===== src/common/ufp_pkg.sv =====
/*
 * Package for the FIFO port host controller: register map of the device
 * outside, the controller's own command registers, and shared types.
 * Assumes a single 50 MHz clock and a device bus with one-cycle access.
 */
package ufp_pkg;
    // Device registers (offsets on the device port, bytes)
    localparam logic [7:0] DEV_FIFOSEL_OFS = 8'h20;
    localparam logic [7:0] DEV_FIFOCTR_OFS = 8'h22;
    localparam logic [7:0] DEV_FIFOPORT_OFS = 8'h14;
    localparam logic [7:0] DEV_ADDR_OFS = 8'h50;
    // Select register fields
    localparam int SEL_REW_BIT = 14;
    localparam int SEL_MBW_LSB = 10;
    localparam int SEL_PIPE_LSB = 0;
    // Control register fields
    localparam int CTR_BUFFER_VALID_BIT = 15;
    localparam int CTR_BUFFER_CLEAR_BIT = 14;
    localparam int CTR_PORT_READY_FLAG_BIT = 13;
    localparam int CTR_LEN_LSB = 0;
    localparam int ADDR_W = 7;
    localparam logic [15:0] ADDR_RESET = 16'h0000;
    // Width codes
    localparam logic [1:0] MBW_8 = 2'h0;
    localparam logic [1:0] MBW_16 = 2'h1;
    localparam logic [1:0] MBW_32 = 2'h2;
    // Own command registers (software port)
    localparam logic [3:0] CMD_SEL_OFS = 4'h0;
    localparam logic [3:0] CMD_DATA_OFS = 4'h1;
    localparam logic [3:0] CMD_CTRL_OFS = 4'h2;
    localparam logic [3:0] CMD_STAT_OFS = 4'h3;
    localparam logic [3:0] CMD_ADDR_OFS = 4'h4;
    // Control command bits
    localparam int CC_COMMIT = 0;
    localparam int CC_ZLP = 1;
    localparam int CC_LAST_LSB = 2;
    localparam int CC_RDADDR = 4;
    localparam int CC_READ = 5;
    localparam logic [15:0] POLL_LIMIT = 16'h00FF;

    typedef struct packed {
        logic [7:0] addr;
        logic [31:0] wdata;
        logic [3:0] be;
        logic wr;
        logic rd;
    } ufp_dev_req_t;
endpackage


===== src/hw/ufp_host.sv =====
/*
 * Host-side controller driving the FIFO port of a USB controller: selects
 * pipes, writes packet data, commits buffers, reads odd-length data and
 * fetches the function address. Assumes the device answers reads one cycle
 * after the strobe and that software polls the busy flag.
 */
// Our own choices: the address map and strobed register access.
// Behaviour
// Software sets buffer-valid after finishing a transmit buffer write.
// Device moves a committed transmit buffer to the serial engine.
// Short packet: write the data first, then set buffer-valid.
// Zero-length packet: set buffer-valid before writing any data.
// Continuous mode: commit after whole max-packet multiples below buffer.
// Non-continuous mode: device commits itself after a full packet.
// Buffer-valid with buffer-clear together discards data, sends empty packet.
// Buffer-valid written only while port-ready reads one.
// Never set buffer-valid while the current pipe receives.
// Function mode: read-only seven-bit address set by the host.
// Host mode: address register unused; use target device select.
// Address clears to zero on power-on or bus reset.
// Upper address bits read zero; software writes zero there.
// Selecting a pipe with rewind restarts pointer at first byte.
// Selecting without rewind continues from the previous pointer.
// After selecting a pipe, wait for port-ready before FIFO access.
// Partial reads still use full width; surplus bits are discarded.
// Width codes: 00 byte, 01 half-word, 10 word; 11 forbidden.
// Do not widen access width while writing a transmit buffer.
// Trailing partial word counts only the bytes actually written.
module ufp_host #(
    parameter int POLL_MAX = 255
) (
    input wire logic clk, // 50 MHz clock
    input wire logic rst_n, // Async reset, active low
    input wire logic [3:0] sw_addr, // Command register address
    input wire logic [31:0] sw_wdata, // Command write data
    input wire logic sw_wr, // Command write strobe
    input wire logic sw_rd, // Command read strobe
    output logic [31:0] sw_rdata, // Read data, one cycle later
    output ufp_pkg::ufp_dev_req_t dev_req, // Device bus request
    input wire logic [31:0] dev_rdata // Device read data, next cycle
);
    typedef enum logic [2:0] {
        ST_IDLE = 3'b000,
        ST_SEL = 3'b001,
        ST_POLL = 3'b010,
        ST_WAIT = 3'b011,
        ST_ACT = 3'b100,
        ST_DONE = 3'b101
    } ufp_state_t;

    typedef enum logic [2:0] {
        OP_NONE = 3'b000,
        OP_WRITE = 3'b001,
        OP_COMMIT = 3'b010,
        OP_ZLP = 3'b011,
        OP_RDADDR = 3'b100,
        OP_READ = 3'b101
    } ufp_op_t;

    logic rst_s1_q, rst_q;
    ufp_state_t state_q, state_d;
    ufp_op_t op_q;
    logic [15:0] sel_q;
    logic sel_dirty_q;
    logic tx_dir_q;
    logic [31:0] data_q;
    logic [1:0] last_q;
    logic [15:0] addr_q;
    logic [31:0] rd_q;
    logic [15:0] poll_q;
    logic timeout_q;
    logic started_q;
    logic [1:0] mbw_started_q;
    logic [31:0] sw_rdata_q;
    ufp_pkg::ufp_dev_req_t req_q;

    // Reset release through two flops
    always_ff @(posedge clk or negedge rst_n)
    begin
        if (!rst_n)
        begin
            rst_s1_q <= 1'b0;
            rst_q <= 1'b0;
        end
        else
        begin
            rst_s1_q <= 1'b1;
            rst_q <= rst_s1_q;
        end
    end

    wire busy = (state_q != ST_IDLE);
    wire wr_sel = sw_wr && sw_addr == ufp_pkg::CMD_SEL_OFS && !busy;
    wire wr_data = sw_wr && sw_addr == ufp_pkg::CMD_DATA_OFS && !busy;
    wire wr_ctrl = sw_wr && sw_addr == ufp_pkg::CMD_CTRL_OFS && !busy;
    wire [1:0] sel_mbw = sel_q[ufp_pkg::SEL_MBW_LSB +: 2];
    wire [1:0] new_mbw = sw_wdata[ufp_pkg::SEL_MBW_LSB +: 2];
    // Forbidden code and widening mid-write both refused
    wire mbw_ok = new_mbw != 2'h3
        && !(started_q && new_mbw > mbw_started_q);
    // Commit refused on a receive pipe
    wire commit_ok = tx_dir_q;
    wire port_ready_flag = dev_rdata[ufp_pkg::CTR_PORT_READY_FLAG_BIT];

    // Byte enables reflect only the bytes really written
    function automatic logic [3:0] be_of(input logic [1:0] port_access_width,
                                         input logic [1:0] last);
        logic [3:0] full;
        full = (port_access_width == ufp_pkg::MBW_8) ? 4'h1 :
               (port_access_width == ufp_pkg::MBW_16) ? 4'h3 : 4'hF;
        case (last)
            2'h1: be_of = full & 4'h1;
            2'h2: be_of = full & 4'h3;
            2'h3: be_of = full & 4'h7;
            default: be_of = full;
        endcase
    endfunction

    wire [3:0] data_be = be_of(sel_mbw, last_q);

    always_comb
    begin
        state_d = state_q;
        case (state_q)
            ST_IDLE:
                if (sel_dirty_q || op_q != OP_NONE)
                    state_d = sel_dirty_q ? ST_SEL : ST_POLL;
            ST_SEL: state_d = ST_POLL;
            ST_POLL: state_d = ST_WAIT;
            // Port-ready gates every FIFO access and every commit
            ST_WAIT:
                if (port_ready_flag) // see
                    state_d = ST_ACT;
                else if (timeout_q)
                    state_d = ST_DONE;
                else
                    state_d = ST_POLL;
            ST_ACT: state_d = ST_DONE;
            ST_DONE: state_d = ST_IDLE;
            default: state_d = ST_IDLE;
        endcase
    end

    always_ff @(posedge clk or negedge rst_q)
    begin
        if (!rst_q)
            state_q <= ST_IDLE;
        else
            state_q <= state_d;
    end

    // Command capture
    always_ff @(posedge clk or negedge rst_q)
    begin
        if (!rst_q)
        begin
            sel_q <= 16'h0000;
            sel_dirty_q <= 1'b0;
            tx_dir_q <= 1'b0;
            op_q <= OP_NONE;
            data_q <= 32'h00000000;
            last_q <= 2'h0;
        end
        else
        begin
            if (wr_sel && mbw_ok)
            begin
                // Rewind bit passes straight to the device
                sel_q <= sw_wdata[15:0]; // see
                tx_dir_q <= sw_wdata[16];
                sel_dirty_q <= 1'b1;
            end
            else if (state_q == ST_SEL)
                sel_dirty_q <= 1'b0;
            // Partial count set by a control write, used by one data write
            if (wr_data)
            begin
                data_q <= sw_wdata;
                op_q <= OP_WRITE;
            end
            else if (wr_ctrl)
            begin
                last_q <= sw_wdata[ufp_pkg::CC_LAST_LSB +: 2];
                if (sw_wdata[ufp_pkg::CC_ZLP] && commit_ok)
                    op_q <= OP_ZLP; // see
                else if (sw_wdata[ufp_pkg::CC_COMMIT] && commit_ok)
                    op_q <= OP_COMMIT; // see see
                else if (sw_wdata[ufp_pkg::CC_RDADDR])
                    op_q <= OP_RDADDR;
                else if (sw_wdata[ufp_pkg::CC_READ])
                    op_q <= OP_READ;
            end
            else if (state_q == ST_DONE)
                op_q <= OP_NONE;
            if (state_q == ST_ACT && op_q == OP_WRITE)
                last_q <= 2'h0;
        end
    end

    // Poll timeout counter
    always_ff @(posedge clk or negedge rst_q)
    begin
        if (!rst_q)
        begin
            poll_q <= 16'h0000;
            timeout_q <= 1'b0;
        end
        else if (state_q == ST_IDLE)
        begin
            poll_q <= 16'h0000;
            // Timeout stays visible until the next command starts
            if (state_d != ST_IDLE)
                timeout_q <= 1'b0;
        end
        else if (state_q == ST_WAIT)
        begin
            poll_q <= poll_q + 16'h0001;
            timeout_q <= poll_q >= 16'(POLL_MAX);
        end
    end

    // Track writes in progress for the width check
    always_ff @(posedge clk or negedge rst_q)
    begin
        if (!rst_q)
        begin
            started_q <= 1'b0;
            mbw_started_q <= 2'h0;
        end
        else if (state_q == ST_ACT)
        begin
            if (op_q == OP_WRITE)
            begin
                started_q <= 1'b1;
                mbw_started_q <= sel_mbw;
            end
            else if (op_q == OP_COMMIT || op_q == OP_ZLP)
                started_q <= 1'b0;
        end
    end

    // Device bus request, decoded combinationally from the state
    always_comb
    begin
        dev_req = '0;
        case (state_q)
            ST_SEL:
            begin
                dev_req.addr = ufp_pkg::DEV_FIFOSEL_OFS;
                dev_req.wdata = {16'h0000, sel_q};
                dev_req.be = 4'h3;
                dev_req.wr = 1'b1;
            end
            ST_POLL:
            begin
                dev_req.addr = ufp_pkg::DEV_FIFOCTR_OFS;
                dev_req.rd = 1'b1;
            end
            ST_ACT:
            begin
                case (op_q)
                    OP_WRITE:
                    begin
                        dev_req.addr = ufp_pkg::DEV_FIFOPORT_OFS;
                        dev_req.wdata = data_q;
                        dev_req.be = data_be;
                        dev_req.wr = 1'b1;
                    end
                    OP_COMMIT, OP_ZLP:
                    begin
                        dev_req.addr = ufp_pkg::DEV_FIFOCTR_OFS;
                        dev_req.wdata[ufp_pkg::CTR_BUFFER_VALID_BIT] = 1'b1;
                        dev_req.wdata[ufp_pkg::CTR_BUFFER_CLEAR_BIT] = op_q == OP_ZLP;
                        dev_req.be = 4'h3;
                        dev_req.wr = 1'b1;
                    end
                    OP_RDADDR:
                    begin
                        dev_req.addr = ufp_pkg::DEV_ADDR_OFS;
                        dev_req.rd = 1'b1;
                    end
                    OP_READ:
                    begin
                        // Full configured width; software trims
                        dev_req.addr = ufp_pkg::DEV_FIFOPORT_OFS;
                        dev_req.be = be_of(sel_mbw, 2'h0);
                        dev_req.rd = 1'b1;
                    end
                    default: dev_req = '0;
                endcase
            end
            default: dev_req = '0;
        endcase
    end

    // Capture device answers one cycle after the read
    always_ff @(posedge clk or negedge rst_q)
    begin
        if (!rst_q)
        begin
            addr_q <= ufp_pkg::ADDR_RESET;
            rd_q <= 32'h00000000;
            req_q <= '0;
        end
        else
        begin
            req_q <= dev_req;
            if (state_q == ST_DONE && req_q.rd
                && req_q.addr == ufp_pkg::DEV_ADDR_OFS)
                // Upper bits masked to zero
                addr_q <= {9'h000, dev_rdata[ufp_pkg::ADDR_W-1:0]}; // see
            if (state_q == ST_DONE && req_q.rd
                && req_q.addr == ufp_pkg::DEV_FIFOPORT_OFS)
                rd_q <= dev_rdata;
        end
    end

    wire [31:0] stat_word = {28'h0000000, timeout_q, started_q,
                             tx_dir_q, busy};
    wire [31:0] rd_mux =
        (sw_addr == ufp_pkg::CMD_SEL_OFS) ? {15'h0000, tx_dir_q, sel_q} :
        (sw_addr == ufp_pkg::CMD_DATA_OFS) ? rd_q :
        (sw_addr == ufp_pkg::CMD_STAT_OFS) ? stat_word :
        (sw_addr == ufp_pkg::CMD_ADDR_OFS) ? {16'h0000, addr_q} :
        32'h00000000;

    always_ff @(posedge clk or negedge rst_q)
    begin
        if (!rst_q)
            sw_rdata_q <= 32'h00000000;
        else
            sw_rdata_q <= sw_rd ? rd_mux : 32'h00000000;
    end
    assign sw_rdata = sw_rdata_q;
endmodule // ufp_host


===== config.mk =====
export PLATFORM = sky130hd
export DESIGN_NAME = ufp_host
export DESIGN_NICKNAME = d
export VERILOG_FILES = /design/src/common/ufp_pkg.sv /design/src/hw/ufp_host.sv
export SDC_FILE = /design/constraint.sdc
export NUM_CORES = 1
export LEC_CHECK = 0
export BUFFER_PORTS_ARGS = -buffer_cell sky130_fd_sc_hd__buf_4
export CAP_MARGIN = 30
export CELL_PAD_IN_SITES_DETAIL_PLACEMENT = 0
export CELL_PAD_IN_SITES_GLOBAL_PLACEMENT = 1
export CORE_ASPECT_RATIO = 0.9
export CORE_UTILIZATION = 39
export DETAILED_ROUTE_END_ITERATION = 10
export GPL_ROUTABILITY_DRIVEN = 1
export PLACE_DENSITY_LB_ADDON = 0.1
export SETUP_SLACK_MARGIN = 0.3
export SYNTH_ARGS = -nofsm -noshare
export SYNTH_HDL_FRONTEND = slang
export SYNTH_SLANG_ARGS = --single-unit

===== constraint.sdc =====
create_clock -name clk -period 5.1 [get_ports clk]
set_input_delay 0.255 -clock clk [delete_from_list [all_inputs] [get_ports clk]]
set_output_delay 0.255 -clock clk [all_outputs]
set_load 0.02 [all_outputs]

==> run_results.csv, run 1 <==
group,metric,value,unit
synthesis,synth-compound-area-share,8.76,%
synthesis,synthCells,575,
placement,preCtsSetupSlack,2.14,ns
global_route,grt_max_degree,48,
timing,setup_ws,1.78,ns
placement,hpwl,11.9,mm
floorplanning,die_h,129,um
critical_path,critPathLaunch,"state_q[0]$_DFF_PN0_",
timing,fmax,301,MHz
timing,hold_viol_final,0,
synthesis,yosys-mux-area-fraction,16.7,%
min_path,hold_depth,2,
run,maxCapViolations,0,
routing,vias,4828,
global_route,antenna_found_initial,0,
global_route,grt_pass1_wl,26.7,mm
synthesis,synth_area_leader_cell,"dfrtp_1",
synthesis,synth-edff-count,0,
synthesis,avgSynthCellArea,12.1,sq um
clock_tree,clock_latency,0.42,ns
timing,worst_pin_slew,1.00,ns
power,leakage,4.34,nW
layout,drive_above_1_share,39.2,%
floorplanning,start_util,40.5,%
timing,tns,0,ns
placement,dp_cells,929,
synthesis,netlist_area,6940,sq um
routing,dr.pass1.iters,4,
layout,fin_cells,962,
global_route,grt_use_total,19.4,%
critical_path,worst_ep_required_time,4.85,ns
synthesis,yosysTopAreaCellShare,56.6,%
placement,io_buffers,146,
global_route,grt_pass1_vias,4904,
critical_path,worstSetupPathType,"reg -> out",
outcome,status,"finished clean",
layout,final_area,8860,sq um
min_path,min_from,"dev_rdata[26]",
min_path,min_to,"rd_q[26]$_DFFE_PN0P_",
layout,nets,789,
timing,setup_viol,0,
floorplanning,chipWidth,143,um
timing,finalCritPeriodShare,65.1,%
power,p_per_area,403,nW/um^2
critical_path,r2r-start,"state_q[0]$_DFF_PN0_",
global_route,overflow,0,
critical_path,cp_data_arrival_time,3.06,ns
placement,gp_congestion,0.758,
synthesis,yosys_warnings,0,
clock_tree,path_clk_slew,0.07,ns
floorplanning,rows,45,
timing,max_slew_margin,33.2,%
synthesis,ys_top_cells_by_area,"dfrtp_1 57%, mux2_2 13%, and2_1 3.3%",
clock_tree,htree_levels,4,
clock_tree,clk_path_buf_depth,2,
critical_path,cp_max_fo,27,
synthesis,synth-simple-area-share,13.8,%
critical_path,r2r_slack,2.37,ns
synthesis,synthXorXnorAreaFrac,0.379,%
critical_path,worstSetupStartpointType,"flop",
routing,wl,16.7,mm
clock_tree,cts.sinks,157,
clock_tree,post_cts_resized,0,
floorplanning,dieArea,18300,sq um
synthesis,synth_fa_ha_area_share,0.541,%
routing,viasPerCell,5.02,
clock_tree,cts_setup_buffers,0,
routing,drc,0,
timing,clock_skew,0.00793,ns
placement,place_area,8260,sq um
synthesis,synth_ff_type,"dfrtp_1",
floorplanning,io_pins,150,
clock_tree,cts-root-buf,"clkbuf_16",
routing,wl_per_cell,17.4,um
routing,ant_nets,0,
synthesis,ys_ff_latch,157,
synthesis,ys_seq_area_share,56.6,%
timing,maxSlewViolCount,0,
synthesis,async_flop_share,100,%
synthesis,synth_common_cells,"157 x dfrtp_1, 80 x mux2_2, 38 x nand2_1",
synthesis,synth_most_common_cell,"dfrtp_1",
min_path,hp-class,"in -> reg",
timing,min_period,3.32,ns
layout,fill_cells,1527,
critical_path,endpoint_kind,"primary output",
routing,drt-initial-drc-count,282,
layout,diodes,0,
floorplanning,fp.coreArea,17100,sq um
clock_tree,cts_buffers,17,
power,max-vdd-ir-drop,0.000226,V
clock_tree,ctsHoldBuffers,1,
synthesis,synth_top_family_by_area,"multiplexers",
critical_path,worstReg2RegEnd,"mbw_started_q[1]$_DFFE_PN0P_",
layout,areaGrowthSynthToFinish,27.6,%
clock_tree,cts_tree,"done",
synthesis,synth.distinct_cells,59,
timing,rsz0062_at_grt,"false",
critical_path,reg2reg_depth,5,
-- worst max path at each step --
stage	end	slack, ns	cells past startpoint
floorplan	addr_q[0]$_DFFE_PN0P_	0.40	0
global placement	data_q[19]$_DFFE_PN0P_	2.26	3
detailed placement	dev_req[9]	2.14	6
CTS	dev_req[9]	1.69	6
global route	dev_req[7]	1.43	6
finish	dev_req[9]	1.78	6
-- registers in the layout, indices dropped and copies added, names as in the netlist, 2 cells and up --
name	cells
state_q	3
mbw_started_q	2
data_q	32
sw_rdata	32
rd_q	32
addr_q	7
poll_q	16
sel_q	16
op_q	3
last_q	2
req_q	6
-- metrics by stage --
step                      power (mW)  util, %  hold WS (ns)
final                           3.57     51.7        0.0618
after global routing            3.77     51.7        0.0359
after CTS                       3.62     51.7        0.0404
after detailed placement        2.35     48.2        0.0377
after global placement          2.32     48.0        0.0378
after floorplan                 2.09        -       -0.0406
-- cell families after synthesis --
group	after synthesis
DFF	157
AOI/OAI and AO/OA	88
and+or+nand+nor	171
other	2
xor gates and xnor gates	3
buffers and inverters	50
adders and majority gates	3
muxes	101
-- placed cells by master (no fill, tap or decap), types with 3 or more instances in the layout --
cell,count
and4_1,3
and2_1,37
a21o_1,3
nand2b_1,4
conb_1,4
nand3b_1,4
a21oi_1,15
nand4_1,9
o22ai_1,6
mux2_4,9
clkinvlp_4,3
nand2_1,38
dfrtp_1,156
mux2_2,80
nor4_1,3
or2_2,4
inv_6,5
nor2_1,23
clkinv_4,3
nand3_1,9
nor3_1,7
o211ai_1,3
clkbuf_16,17
inv_1,15
ha_1,3
a22o_1,24
mux2i_1,12
o21ai_0,21
and3_1,5
nor3b_1,3
buf_4,150
nor2b_1,11
-- per-layer routing --
| metal | wire, um | part of all wire, % | track usage (%) |
|---|---|---|---|
| met4 | 125 | 0.75 | 4.93 |
| met2 | 7750 | 46 | 30.2 |
| met3 | 959 | 5.7 | 5.88 |
| met1 | 7910 | 47 | 26.5 |
| met5 | 0 | 0 | 0 |
-- report_power, final --
| part | switching, mW | internal, mW | leakage (nW) |
|---|---|---|---|
| Combinational | 0.334 | 0.330 | 2.01 |
| Sequential | 0.217 | 1.44 | 2.05 |
| Clock | 0.549 | 0.702 | 0.279 |
| Total | 1.10 | 2.47 | 4.34 |
-- worst max-delay path: stages (launching register included) --
cell and delay (ns):
dfrtp_1 0.65, nor3b_1 0.41, and2_1 0.27, nor2b_2 0.54
buf_4 0.36, a22o_1 0.23, buf_4 0.16
-- cell type report --
| type | instances | area (sq um) | share of cell area, % |
|---|---|---|---|
| Timing Repair Buffer | 153 | 1180 | 13.4 |
| Clock buffer | 18 | 439 | 4.96 |
| Sequential cell | 157 | 3930 | 44.4 |
| Inverter | 15 | 56.3 | 0.636 |
| Multi-Input combinational cell | 370 | 2800 | 31.6 |
| Clock inverter | 14 | 150 | 1.70 |
| Tap cell | 235 | 294 | 3.32 |
(Power assumes the default switching activity.)
==> run 2: changes to the inputs <==
- clock period: 5.1 -> 3 ns (I/O delays scaled with it)
==> run 2 against run 1 <==
- die area did not move
- clock skew fell by 0.0014 ns
- critical path type unchanged
- global-route usage rose by 0.50 points
- worst setup slack got worse by 1.3 ns
- clock power rose by 77%
- highest routed layer unchanged
- largest cell class unchanged
==> run_results.csv, run 2 (synthesis results as in run 1) <==
group,metric,value,unit
global_route,antenna_found_initial,1,
run,maxCapViolations,0,
placement,place_area,8270,sq um
layout,fill_cells,1500,
floorplanning,io_pins,150,
critical_path,worstSetupPathType,"reg -> out",
global_route,grt_max_degree,91,
layout,fin_util,55.7,%
floorplanning,dieArea,18300,sq um
placement,gp_congestion,0.754,
floorplanning,rows,45,
timing,max_slew_margin,46.8,%
timing,hold_viol_final,0,
power,p_comb_share,19.7,%
global_route,grt_use_met3,5.43,%
routing,dr.pass1.iters,5,
timing,fmax,397,MHz
power,p_per_area,655,nW/um^2
global_route,gr-usage-met1,26.7,%
timing,clock_skew,0.00658,ns
global_route,overflow,0,
global_route,grt_pass1_wl,27.6,mm
timing,tns,0,ns
power,swShare,30.7,%
clock_tree,cts_setup_buffers,0,
power,p_total,6.25,mW
timing,maxSlewViolCount,0,
floorplanning,start_util,40.5,%
timing,setup_viol,0,
timing,worst_pin_slew,0.799,ns
outcome,status,"finished clean",
floorplanning,fp.coreArea,17100,sq um
critical_path,cp_data_arrival_time,2.37,ns
critical_path,reg2reg_depth,4,
clock_tree,cts.sinks,157,
routing,wl_per_cell,17.0,um
placement,io_buffers,146,
layout,final_cell_mix,"154 x dfrtp_1, 152 x buf_4, 80 x mux2_2, 65 x dlygate4sd3_1, 38 x nand2_1",
critical_path,endpoint_kind,"primary output",
layout,final_area,9540,sq um
timing,finalCritPeriodShare,84.0,%
layout,final_common_cell,"dfrtp_1",
floorplanning,die_h,129,um
power,leakage,4.63,nW
placement,dp_cells,932,
layout,fin_cells,1030,
critical_path,worstSetupStartpointType,"flop",
clock_tree,htree_levels,4,
critical_path,cp_max_fo,35,
global_route,met2_usage,30.8,%
routing,drt-initial-drc-count,250,
critical_path,worst_ep_required_time,2.85,ns
power,intPower,4.33,mW
global_route,grt_use_total,19.9,%
routing,viasPerCell,5.00,
routing,vias,5153,
clock_tree,cts_tree,"done",
routing,drc,0,
power,max-vdd-ir-drop,0.000527,V
floorplanning,chipWidth,143,um
global_route,grt_busiest_layer,"met2",
min_path,hp-class,"in -> async",
timing,min_period,2.52,ns
power,p_seq_share,44.9,%
clock_tree,cts-root-buf,"clkbuf_16",
layout,drive_above_1_share,36.6,%
global_route,grt_pass1_vias,5289,
placement,hpwl,11.8,mm
layout,nets,856,
layout,areaGrowthSynthToFinish,37.5,%
power,p_clk_share,35.4,%
timing,rsz0062_at_grt,"false",
clock_tree,path_clk_slew,0.06,ns
power,power.switching,1.92,mW
critical_path,r2r_slack,0.67,ns
routing,ant_nets,0,
routing,wl,17.5,mm
clock_tree,cts_buffers,17,
clock_tree,clock_latency,0.43,ns
clock_tree,clk_path_buf_depth,2,
-- run 2: cell type report --
type                    count  area (sq um)  area share (%)
flip-flops and latches    157          3940            41.2
clock inverters            15           178            1.86
well taps                 235           294            3.08
diodes                      1          2.50          0.0262
multi-input cells         370          2810            29.4
clock buffers              17           425            4.46
repair buffers            220          1840            19.3
inverters                  15          56.3           0.590
-- run 2: per-layer routing --
layer | part of all wire (%) | wire (um) | up-vias
met1 | 47 | 8160 | 2546
li1 | - | - | 2442
met3 | 5.9 | 1020 | 19
met5 | 0 | 0 | -
met2 | 46 | 8050 | 146
met4 | 1.4 | 244 | 0
-- run 2: path summary, 6_finish.rpt --
| path | start | endpoint |
|---|---|---|
| max | state_q[1]$_DFF_PN0_ | dev_req[8] |
| min | rst_n | rst_q$_DFF_PN0_ |
| max reg2reg | state_q[1]$_DFF_PN0_ | sel_q[8]$_DFFE_PN0P_ |
| min reg2reg | rst_q$_DFF_PN0_ | poll_q[4]$_DFFE_PN0P_ |
| max in group asynchronous | rst_q$_DFF_PN0_ | state_q[2]$_DFF_PN0_ |
| min in group clk | sw_addr[1] | sw_rdata[1]$_DFF_PN0_ |
-- run 2: through the flow --
| step | worst slack, ns | hold slack, ns |
|---|---|---|
| after floorplan | 0.400 | -0.146 |
| after global placement | 0.599 | -0.0680 |
| after detailed placement | 0.518 | -0.0655 |
| after CTS | 0.328 | 0.0156 |
| after global routing | 0.309 | 0.0343 |
| final | 0.481 | 0.0354 |
-- run 2: timing repair --
action,in CTS,in global routing
resized for setup,2,2
hold buffers,65,0
endpoints found under the hold margin,91,0
setup endpoints to repair,31,32
-- run 2: power groups by stage --
| stage | logic (mW) | registers, mW | clock network (mW) |
|---|---|---|---|
| final | 1.23 | 2.81 | 2.21 |
| after CTS | 1.25 | 2.80 | 2.26 |
| after global placement | 1.14 | 2.82 | 0 |
| after detailed placement | 1.17 | 2.84 | 0 |
| after global routing | 1.36 | 2.86 | 2.36 |
| after floorplan | 0.862 | 2.69 | 0 |
-- run 2: worst max-delay path: stages (launching register included) --
cell,delay [ns]
dfrtp_2,0.55
nor3b_2,0.29
and2_1,0.25
nor2b_2,0.18
buf_6,0.28
a22o_1,0.23
buf_4,0.15
==> run 3: changes to the inputs <==
- clock period: 3 -> 2.3 ns (I/O delays scaled with it)
==> run 3 against run 2 <==
- worst setup slack got worse by 0.35 ns
- count of clock-buffer cells in the layout rose by 1
- register-to-register slack got worse by 0.28 ns
- clock skew rose by 0.0029 ns
- hold slack improved by 0.014 ns
- critical path depth rose by 1
- clock power rose by 27%
- first-iteration DRC count rose by 10%
- final area rose by 5.4%
- total power rose by 35%
- critical path type unchanged
- largest cell class unchanged
- largest power group unchanged
==> run_results.csv, run 3 (synthesis results as in run 1) <==
group,metric,value,unit
outcome,status,"finished clean",
layout,drive_above_1_share,41.5,%
critical_path,cp_num_cells,7,
critical_path,crit_buf_inv,3,
routing,dr.pass1.iters,5,
routing,drt-initial-drc-count,276,
timing,worst_pin_slew,0.566,ns
critical_path,crit_slowest_cell,"dfrtp_2",
critical_path,endpoint_kind,"primary output",
critical_path,cp_cell_sequence,"nor3b_4 -> and2_4 -> nor2b_4 -> buf_6 -> buf_6 -> a221o_1 -> buf_6",
floorplanning,io_pins,150,
critical_path,worstSetupStartpointType,"flop",
global_route,grt_busiest_layer,"met2",
global_route,grt_pass1_wl,29.8,mm
floorplanning,die_h,129,um
critical_path,worst_ep_required_time,2.18,ns
critical_path,critPathLaunch,"state_q[2]$_DFF_PN0_",
power,leakage,4.86,nW
clock_tree,cts_tree,"done",
global_route,gr-usage-met1,29.0,%
clock_tree,path_clk_slew,0.07,ns
floorplanning,chipWidth,143,um
layout,diodes,0,
global_route,grt_use_total,21.6,%
power,p_per_area,838,nW/um^2
layout,areaGrowthSynthToFinish,44.9,%
min_path,hp-class,"in -> reg",
routing,vias,5347,
floorplanning,fp.coreArea,17100,sq um
clock_tree,clock_latency,0.43,ns
floorplanning,start_util,40.5,%
power,p_total,8.43,mW
clock_tree,htree_levels,4,
clock_tree,clk_path_buf_depth,2,
layout,fin_util,58.7,%
layout,final_cell_mix,"151 x dfrtp_1, 150 x buf_4, 80 x mux2_2, 66 x dlygate4sd3_1, 38 x nand2_1",
layout,nets,889,
timing,fmax,460,MHz
routing,viasPerCell,5.03,
clock_tree,cts.sinks,157,
critical_path,reg2reg_depth,5,
global_route,antenna_found_initial,0,
min_path,hold_depth,3,
placement,io_buffers,146,
placement,place_area,8410,sq um
routing,wl_per_cell,17.5,um
routing,drc,0,
timing,tns,0,ns
global_route,met2_usage,34.1,%
power,max-vdd-ir-drop,0.000785,V
critical_path,worstSetupPathType,"reg -> out",
critical_path,r2r_slack,0.39,ns
floorplanning,dieArea,18300,sq um
placement,gp_congestion,0.813,
critical_path,crit_path_frequent_cell,"buf_6",
placement,hpwl,12.5,mm
timing,max_slew_margin,62.3,%
timing,hold_viol_final,0,
critical_path,worstReg2RegEnd,"poll_q[8]$_DFFE_PN0P_",
clock_tree,cts-root-buf,"clkbuf_16",
timing,setup_viol,0,
critical_path,path_delay_family,"simple AND/OR/NAND/NOR gates",
critical_path,r2r-start,"poll_q[1]$_DFFE_PN0P_",
global_route,grt_use_met3,5.58,%
critical_path,cp_data_arrival_time,2.06,ns
global_route,grt_pass1_vias,5564,
layout,final_area,10100,sq um
critical_path,cp_max_fo,8,
clock_tree,cts_buffers,17,
layout,final_common_cell,"dfrtp_1",
global_route,grt_max_degree,72,
global_route,overflow,0,
timing,rsz0062_at_grt,"true",
timing,clock_skew,0.00943,ns
timing,min_period,2.17,ns
run,maxCapViolations,0,
timing,maxSlewViolCount,0,
routing,ant_nets,0,
critical_path,critical-path-max-stage-delay,0.43,ns
critical_path,cp-endpoint,"dev_req[21]",
floorplanning,rows,45,
routing,wl,18.6,mm
timing,finalCritPeriodShare,94.5,%
-- run 3: changes by cell type in the layout (fill, tap and decap cells not counted), moves of 2 or more --
cell and delta:
inv_6 -2, inv_8 +2, nor3_2 +2, dfrtp_1 -3, and2_4 +8, nor3_1 -3, dfrtp_2 +3, a21oi_2 +2
and2_1 -8, buf_6 +28, buf_12 +4, clkinvlp_4 +2, a21oi_1 -2, buf_4 -2
-- run 3: tightest hold or removal path: stages --
cell and delay (ns):
buf_4 0.17, nand3_1 0.08, a21oi_1 0.06
-- run 3: metal layers --
| layer | part of all wire (%) | vias to the layer above |
|---|---|---|
| met5 | 0 | - |
| met2 | 46 | 154 |
| met1 | 46 | 2661 |
| li1 | - | 2514 |
| met3 | 5.8 | 18 |
| met4 | 1.6 | 0 |
-- run 3: worst min path at each step --
stage / startpoint / end / slack [ns]
floorplan: rst_n / rst_s1_q$_DFF_PN0_ / -0.18
global placement: rst_n / rst_s1_q$_DFF_PN0_ / -0.10
detailed placement: rst_n / rst_s1_q$_DFF_PN0_ / -0.10
CTS: sw_addr[1] / sw_rdata[1]$_DFF_PN0_ / 0.03
global route: sw_addr[1] / sw_rdata[1]$_DFF_PN0_ / 0.04
finish: sw_addr[1] / sw_rdata[1]$_DFF_PN0_ / 0.05
-- run 3: layout make-up --
class	count	area, sq um
Fill cell	1476	7060
Sequential cell	157	3940
Multi-Input combinational cell	370	2890
Timing Repair Buffer	253	2290
Clock buffer	18	439
Tap cell	235	294
Clock inverter	14	154
Inverter	15	56.3
-- run 3: stage by stage --
stage	worst slack (ns)	std cells	hold slack, ns
2_1_floorplan	0.357	577	-0.181
3_3_place_gp	0.227	944	-0.102
3_5_place_dp	0.180	944	-0.101
4_1_cts	0.122	1057	0.0270
5_1_grt	0.0494	1062	0.0373
6_report	0.126	1062	0.0493
-- run 3: repair_timing --
action,CTS,global route
gates resized for setup,45,14
buffers inserted,13,4
hold endpoints to repair,91,0
pin swaps,18,11
setup endpoints to repair,60,91
hold buffers,66,0
cloned,2,1
-- run 3: report_power, final --
group          leakage (nW)  switching [mW]  internal (mW)  total (mW)
clock network         0.279            1.24           1.56        2.80
logic                  2.54           0.994           1.02        2.01
registers              2.05           0.409           3.21        3.62
total                  4.86            2.64           5.79        8.43
